## src/flash_status_pkg.sv

```systemverilog
// Constants and types shared by the flash status register block
package flash_status_pkg;
  // Bit positions inside the status byte
  localparam int unsigned BIT_READY = 7;
  localparam int unsigned BIT_ERASE_SUSP = 6;
  localparam int unsigned BIT_ERASE_ERR = 5;
  localparam int unsigned BIT_PROG_ERR = 4;
  localparam int unsigned BIT_SUPPLY_ERR = 3;
  localparam int unsigned BIT_PROG_SUSP = 2;
  localparam int unsigned BIT_PROTECT_ERR = 1;
  localparam int unsigned BIT_BANK_WRITE = 0;
  localparam int unsigned STATUS_W = 8;
  localparam int unsigned DATA_W = 16;
  localparam int unsigned BANK_W = 4;
  // Status after reset: controller ready, every other flag low
  localparam logic [7:0] STATUS_RESET = 8'h80;
  // Value of an erased word checked by blank check
  localparam logic [15:0] ERASED_WORD = 16'hFFFF;
  // Upper data lanes during a status read
  localparam logic [7:0] STATUS_UPPER = 8'h00;
  localparam logic [15:0] DATA_RESET = 16'h0000;

  // Controller states, one-hot
  typedef enum logic [3:0] {
    ST_IDLE = 4'b0001,
    ST_BUSY = 4'b0010,
    ST_SUSP_PEND = 4'b0100,
    ST_SUSPENDED = 4'b1000
  } ctrl_state_t;
endpackage

```

## src/flash_status_register.sv

```systemverilog
// Status register and program/erase sequencing of a NOR flash bank array
// How it works
// - Ready flag low while controller active in any bank, high when idle.
// - After suspend, ready stays low until the engine reports it has paused.
// - Erase-suspended flag set when suspend halted an erase, awaiting resume.
// - Erase suspend may complete instead; host trusts flag only when ready.
// - Resume command clears the erase-suspended flag.
// - Erase still failing after maximum pulses sets erase-error flag.
// - Blank check finding any word other than all ones sets erase-error flag.
// - Erase-error sticky until clear or reset; new erase then appears to fail.
// - Program still failing after maximum pulses sets program-error flag.
// - Programming a one over a zero flags error only at high supply level.
// - Program-error sticky until clear or reset; new program appears to fail.
// - Supply validity sampled only at start of each program or erase.
// - Supply below lockout sets supply-error flag and refuses the operation.
// - Program-suspended flag set on paused program; may finish instead.
// - Resume command clears the program-suspended flag.
// - Program or erase on locked block sets protection-error and aborts.
// - Protection and supply errors sticky; new program or erase appears to fail.
// - While busy, bank flag low for addressed bank, high for another bank.
// - In buffered factory mode bank flag low when next word can be taken.
// - Status latched when read cycle starts, held until it ends.
// - During program or erase, reads return status unless read-array issued.
`timescale 1ns/1ns
`default_nettype none
module flash_status_register #(
  parameter int unsigned BANK_W = flash_status_pkg::BANK_W,
  parameter int unsigned DATA_W = flash_status_pkg::DATA_W
) (
  input wire logic clk,
  input wire logic reset_n,
  input wire logic cmd_program,
  input wire logic cmd_erase,
  input wire logic cmd_blank_check,
  input wire logic cmd_suspend,
  input wire logic cmd_resume,
  input wire logic cmd_clear_status,
  input wire logic cmd_read_array,
  input wire logic cmd_read_status,
  input wire logic [BANK_W-1:0] cmd_bank,
  input wire logic target_block_locked,
  input wire logic supply_above_lockout,
  input wire logic programming_supply_high_level,
  input wire logic engine_done,
  input wire logic engine_paused,
  input wire logic erase_fail_max,
  input wire logic program_fail_max,
  input wire logic program_overwrite_attempt,
  input wire logic blank_word_valid,
  input wire logic [DATA_W-1:0] blank_word,
  input wire logic buffered_factory_program_mode,
  input wire logic bfp_word_ready,
  input wire logic ce_n,
  input wire logic oe_n,
  input wire logic [BANK_W-1:0] bus_bank,
  input wire logic [DATA_W-1:0] array_data,
  output logic [DATA_W-1:0] dq_out,
  output logic dq_oe,
  output logic engine_start,
  output logic engine_is_erase,
  output logic engine_is_blank_check,
  output logic engine_suspend,
  output logic engine_resume,
  output logic [flash_status_pkg::STATUS_W-1:0] program_erase_status
);
  flash_status_pkg::ctrl_state_t state, next_state;
  logic op_erase, next_op_erase;
  logic op_blank, next_op_blank;
  logic [BANK_W-1:0] active_bank, next_active_bank;
  logic erase_suspended_flag, next_erase_suspended_flag;
  logic program_suspended_flag, next_program_suspended_flag;
  logic erase_error_flag, next_erase_error_flag;
  logic program_error_flag, next_program_error_flag;
  logic supply_error_flag, next_supply_error_flag;
  logic protection_error_flag, next_protection_error_flag;
  logic status_mode, next_status_mode;
  logic read_active_q, next_read_active_q;
  logic [DATA_W-1:0] read_word, next_read_word;
  logic next_engine_start, next_engine_suspend, next_engine_resume;
  logic controller_ready_flag, bank_write_flag;
  logic read_active, read_start, start_req, start_blocked;
  logic [flash_status_pkg::STATUS_W-1:0] status_now;

  // Live status vector
  always_comb
  begin
    controller_ready_flag = (state == flash_status_pkg::ST_IDLE) ||
      (state == flash_status_pkg::ST_SUSPENDED);
    if (controller_ready_flag)
      bank_write_flag = 1'b0;
    else if (buffered_factory_program_mode)
      bank_write_flag = ~bfp_word_ready;
    else
      bank_write_flag = (bus_bank != active_bank);
    status_now = '0;
    status_now[flash_status_pkg::BIT_READY] = controller_ready_flag;
    status_now[flash_status_pkg::BIT_ERASE_SUSP] = erase_suspended_flag;
    status_now[flash_status_pkg::BIT_ERASE_ERR] = erase_error_flag;
    status_now[flash_status_pkg::BIT_PROG_ERR] = program_error_flag;
    status_now[flash_status_pkg::BIT_SUPPLY_ERR] = supply_error_flag;
    status_now[flash_status_pkg::BIT_PROG_SUSP] = program_suspended_flag;
    status_now[flash_status_pkg::BIT_PROTECT_ERR] = protection_error_flag;
    status_now[flash_status_pkg::BIT_BANK_WRITE] = bank_write_flag;
  end

  assign read_active = ~ce_n & ~oe_n;
  assign read_start = read_active & ~read_active_q;
  assign start_req = cmd_program | cmd_erase | cmd_blank_check;
  // A pending supply or protection error, or the matching program/erase error, makes a new command look failed rather than run
  assign start_blocked = supply_error_flag | protection_error_flag |
    (cmd_program ? program_error_flag : erase_error_flag);

  // Next-state logic: controller, flags and read path
  always_comb
  begin
    next_state = state;
    next_op_erase = op_erase;
    next_op_blank = op_blank;
    next_active_bank = active_bank;
    next_erase_suspended_flag = erase_suspended_flag;
    next_program_suspended_flag = program_suspended_flag;
    next_supply_error_flag = supply_error_flag & ~cmd_clear_status;
    next_protection_error_flag = protection_error_flag & ~cmd_clear_status;
    next_erase_error_flag = erase_error_flag & ~cmd_clear_status;
    next_program_error_flag = program_error_flag & ~cmd_clear_status;
    next_engine_start = 1'b0;
    next_engine_suspend = 1'b0;
    next_engine_resume = 1'b0;
    // Hardware sets win over a clear in the same cycle
    if (erase_fail_max)
      next_erase_error_flag = 1'b1;
    if (blank_word_valid && op_blank && blank_word != flash_status_pkg::ERASED_WORD)
      next_erase_error_flag = 1'b1;
    if (program_fail_max)
      next_program_error_flag = 1'b1;
    if (program_overwrite_attempt && programming_supply_high_level)
      next_program_error_flag = 1'b1;
    case (state)
      flash_status_pkg::ST_IDLE:
      begin
        if (start_req && !start_blocked)
        begin
          // Supply is looked at here only, never during the operation
          if (!supply_above_lockout)
            next_supply_error_flag = 1'b1;
          else if (target_block_locked && !cmd_blank_check)
            next_protection_error_flag = 1'b1;
          else
          begin
            next_state = flash_status_pkg::ST_BUSY;
            next_op_erase = ~cmd_program;
            next_op_blank = cmd_blank_check;
            next_active_bank = cmd_bank;
            next_engine_start = 1'b1;
          end
        end
      end
      flash_status_pkg::ST_BUSY:
      begin
        if (engine_done)
          next_state = flash_status_pkg::ST_IDLE;
        else if (cmd_suspend)
        begin
          next_state = flash_status_pkg::ST_SUSP_PEND;
          next_engine_suspend = 1'b1;
        end
      end
      flash_status_pkg::ST_SUSP_PEND:
      begin
        // The engine may still finish rather than pause
        if (engine_done)
          next_state = flash_status_pkg::ST_IDLE;
        else if (engine_paused)
        begin
          next_state = flash_status_pkg::ST_SUSPENDED;
          if (op_erase)
            next_erase_suspended_flag = 1'b1;
          else
            next_program_suspended_flag = 1'b1;
        end
      end
      flash_status_pkg::ST_SUSPENDED:
      begin
        if (cmd_resume)
        begin
          next_state = flash_status_pkg::ST_BUSY;
          next_erase_suspended_flag = 1'b0;
          next_program_suspended_flag = 1'b0;
          next_engine_resume = 1'b1;
        end
      end
      default:
        next_state = flash_status_pkg::ST_IDLE;
    endcase
    if (cmd_read_array)
      next_status_mode = 1'b0;
    else if (start_req || cmd_read_status)
      next_status_mode = 1'b1;
    else
      next_status_mode = status_mode;
    next_read_active_q = read_active;
    next_read_word = read_word;
    // Snapshot at the start of the cycle so the value cannot tear mid-read
    if (read_start)
      next_read_word = status_mode ? {flash_status_pkg::STATUS_UPPER, status_now}
        : array_data;
  end

  always_ff @(posedge clk or negedge reset_n)
  begin
    if (!reset_n)
    begin
      state <= flash_status_pkg::ST_IDLE;
      op_erase <= 1'b0;
      op_blank <= 1'b0;
      active_bank <= '0;
      erase_suspended_flag <= 1'b0;
      program_suspended_flag <= 1'b0;
      erase_error_flag <= 1'b0;
      program_error_flag <= 1'b0;
      supply_error_flag <= 1'b0;
      protection_error_flag <= 1'b0;
      status_mode <= 1'b0;
      read_active_q <= 1'b0;
      read_word <= flash_status_pkg::DATA_RESET;
      engine_start <= 1'b0;
      engine_suspend <= 1'b0;
      engine_resume <= 1'b0;
    end
    else
    begin
      state <= next_state;
      op_erase <= next_op_erase;
      op_blank <= next_op_blank;
      active_bank <= next_active_bank;
      erase_suspended_flag <= next_erase_suspended_flag;
      program_suspended_flag <= next_program_suspended_flag;
      erase_error_flag <= next_erase_error_flag;
      program_error_flag <= next_program_error_flag;
      supply_error_flag <= next_supply_error_flag;
      protection_error_flag <= next_protection_error_flag;
      status_mode <= next_status_mode;
      read_active_q <= next_read_active_q;
      read_word <= next_read_word;
      engine_start <= next_engine_start;
      engine_suspend <= next_engine_suspend;
      engine_resume <= next_engine_resume;
    end
  end

  assign dq_out = read_word;
  assign dq_oe = read_active & read_active_q;
  assign engine_is_erase = op_erase;
  assign engine_is_blank_check = op_blank;
  assign program_erase_status = status_now;
endmodule // flash_status_register
`default_nettype wire

```

## config.mk

```make
export PLATFORM = sky130hd
export DESIGN_NAME = flash_status_register
export DESIGN_NICKNAME = d
export VERILOG_FILES = /design/src/flash_status_pkg.sv /design/src/flash_status_register.sv
export SDC_FILE = /design/constraint.sdc
export NUM_CORES = 1
export LEC_CHECK = 0
export BUFFER_PORTS_ARGS = -buffer_cell sky130_fd_sc_hd__buf_2
export CORE_MARGIN = 2
export CORE_UTILIZATION = 45
export CTS_BUF_LIST = sky130_fd_sc_hd__clkbuf_16
export DETAILED_ROUTE_END_ITERATION = 10
export GPL_ROUTABILITY_DRIVEN = 0
export PLACE_DENSITY = 0.84
export SKIP_CTS_REPAIR_TIMING = 1
export SYNTH_ARGS = -nofsm -noshare
export SYNTH_HDL_FRONTEND = slang
export SYNTH_SLANG_ARGS = --single-unit
```

## constraint.sdc

```tcl
create_clock -name clk -period 2.4 [get_ports clk]
set_input_delay 0.48 -clock clk [delete_from_list [all_inputs] [get_ports clk]]
set_output_delay 0.48 -clock clk [all_outputs]
set_load 0.1 [all_outputs]
```

==> impl_metrics.ini <==
[status]
status = finished, final reports clean

[worst_setup_path]
cp_slowest_cell = dfstp_2
cp.arrival_ns = 1.73
ff2ff_path_depth = 4
worstPathCellList = or2b_1 -> a21boi_1 -> nor3b_1 -> clkbuf_4
endpoint_kind = output pin
rrSetupSlack_ns = 0.46
crit_fanout = 8
crit_start = state[0]$_DFFE_PN1P_
critPathLaunchType = flip-flop
r2r_end = active_bank[3]$_DFFE_PN0P_
cp.required_ns = 1.92
crit_end = program_erase_status[0]
crit_type = flip-flop to output pin
max_stage_delay_ns = 0.60
r2r-start = state[0]$_DFFE_PN1P_

[routing]
antenna_left = 0
vias = 1689
drt-initial-drc-count = 78
drc = 0
wirelength_microns = 4346
wire_per_inst_microns = 13.54
viasPerCell = 5.262
firstDrtPassIters = 4

[timing]
finClkSkew_ns = 0.006595
relSlewSlack_pct = 45.90
fin_crit_sh_pct = 92.18
slew_violations = 0
hold_viol_final = 0
finalSetupTns_ns = 0
setup_violations = 0
fin_hold_ws_ns = 0.2981
layout_min_cycle_time_ns = 2.212
worst_pin_slew_ns = 0.8116
rsz0062_at_grt = no
max_freq_mhz = 452.0

[global_routing]
grt_remaining_overflow = 0
antenna_found_initial = 0
grt_pass1_wl_microns = 7093
grt_usage_pct = 20.70
grt_pass1_vias = 1609
grt_max_degree = 38

[worst_hold_path]
min-delay-path-class = primary input to asynchronous set/reset pin

[final_layout]
drive_gt1_share_pct = 40.96
final_util_pct = 62.01
final_nets = 333
final_cell_mix = buf_2 (90), dfrtp_1 (36), nand2_1 (29)
final_common_cell = buf_2
area_delta_synth_final_pct = 34.20
diodes = 0
largest_reg_flops = 16

[logic_synthesis]
syn-instance-count = 181
ys.warnings.count = 0
synth_edf_count = 0
syn-num-nets = 244
synth_cell_types = 40
yosysTopAreaCell = dfrtp_1
synth_top_area_share_pct = 49.45
synth.cell_area_sq_um = 1822
synth_area_leaders = dfrtp_1 (49%), nand2_1 (6.0%), mux2i_1 (4.4%), o21ai_0 (3.8%), nand3b_1 (3.7%)
synth_flop_cell = dfrtp_1
synth_seq_cells = 37
avgSynthCellArea_sq_um = 10.06
async_flop_share_pct = 100.0
ys_seq_area_share_pct = 50.89

[floorplanning]
design.core.area_sq_um = 3943
die_h_microns = 67.63
die_x_microns = 67.63
io_pins = 93
rows = 23
die-area_sq_um = 4573
initial_core_util_pct = 46.21

[power]
power.leakage_nw = 1.294
peakVddDrop_v = 0.0003282
power_density_nw_per_um2 = 1012

[clock_network]
clock-root-buffer = clkbuf_16
cts_tree = yes
htreeDepth = 2
clockBufferDepth = 2
cts_made_buffers = 5
cts_sinks = 37
worst_skew_pair.late_latency_ns = 0.28
clk_pin_slew_ns = 0.06

[job]
max_cap_violations = 0

[place]
dp_hpwl_microns = 3373
io_buffers = 92
## through the flow
step / power (W) / setup WS (ns) / instances / area, sq um
2_1_floorplan: 0.001655 / 0.4573 / 181 / 1822
3_3_place_gp: 0.001856 / 0.2824 / 313 / 2303
3_5_place_dp: 0.001881 / 0.2540 / 313 / 2303
4_1_cts: 0.002490 / 0.06778 / 321 / 2442
5_1_grt: 0.002585 / 0.06377 / 321 / 2445
6_report: 0.002475 / 0.1877 / 321 / 2445
## power breakdown
part	internal (W)	switching (W)	total, W	leakage (nW)
clock	0.000376	0.000229	0.000605	0.0748
sequential	0.000735	0.0000843	0.000820	0.471
combinational	0.000257	0.000794	0.00105	0.748
## routing by layer
metal,vias up,wire (microns),global-route usage (%)
li1,813,-,-
met1,787,1778,24.09
met2,76,2123,34.68
met3,13,346,7.000
met4,0,97,8.673
met5,-,0,0
## critical path, delay by kind of cell (launching register included)
| family | cells | cell delay [ns] |
|---|---|---|
| simple gates | 2 | 0.35 |
| flops | 1 | 0.60 |
| compound gates | 1 | 0.22 |
| buf+inv | 1 | 0.28 |
## cell type report
type / instances / area [sq um]
Fill cell: 336 / 1498
Sequential cell: 37 / 927.1
Multi-Input combinational cell: 124 / 789.5
Timing Repair Buffer: 95 / 500.5
Clock buffer: 5 / 125.1
Tap cell: 50 / 62.56
Inverter: 7 / 26.28
Clock inverter: 3 / 13.76
## cell families after synthesis
group                     synth area share (%)
AOI/OAI and AO/OA                        12.09
xor gates and xnor gates                0.4809
buffers and inverters                    5.770
and+or+nand+nor                          23.90
DFF                                      50.89
muxes                                    6.868
## worst min-delay path by stage
stage	from	endpoint	slack, ns	cells after the start
final	reset_n	dq_out[4]$_DFFE_PN0P_	0.30	1
after global routing	reset_n	dq_out[4]$_DFFE_PN0P_	0.36	1
after detailed placement	dq_out[8]$_DFFE_PN0P_	dq_out[8]$_DFFE_PN0P_	0.45	2
after CTS	reset_n	dq_out[4]$_DFFE_PN0P_	0.32	1
after floorplan	reset_n	active_bank[0]$_DFFE_PN0P_	0.18	0
after global placement	dq_out[8]$_DFFE_PN0P_	dq_out[8]$_DFFE_PN0P_	0.44	2
## synthesized netlist by cell type (5+ instances only)
cell and count:
mux2i_1 8, a21oi_1 5, nand3b_1 9, dfrtp_1 36
inv_1 7, clkbuf_1 5, buf_4 8, nor2_1 9
o21ai_0 14, nand2_1 29
(Power assumes the default switching activity.)
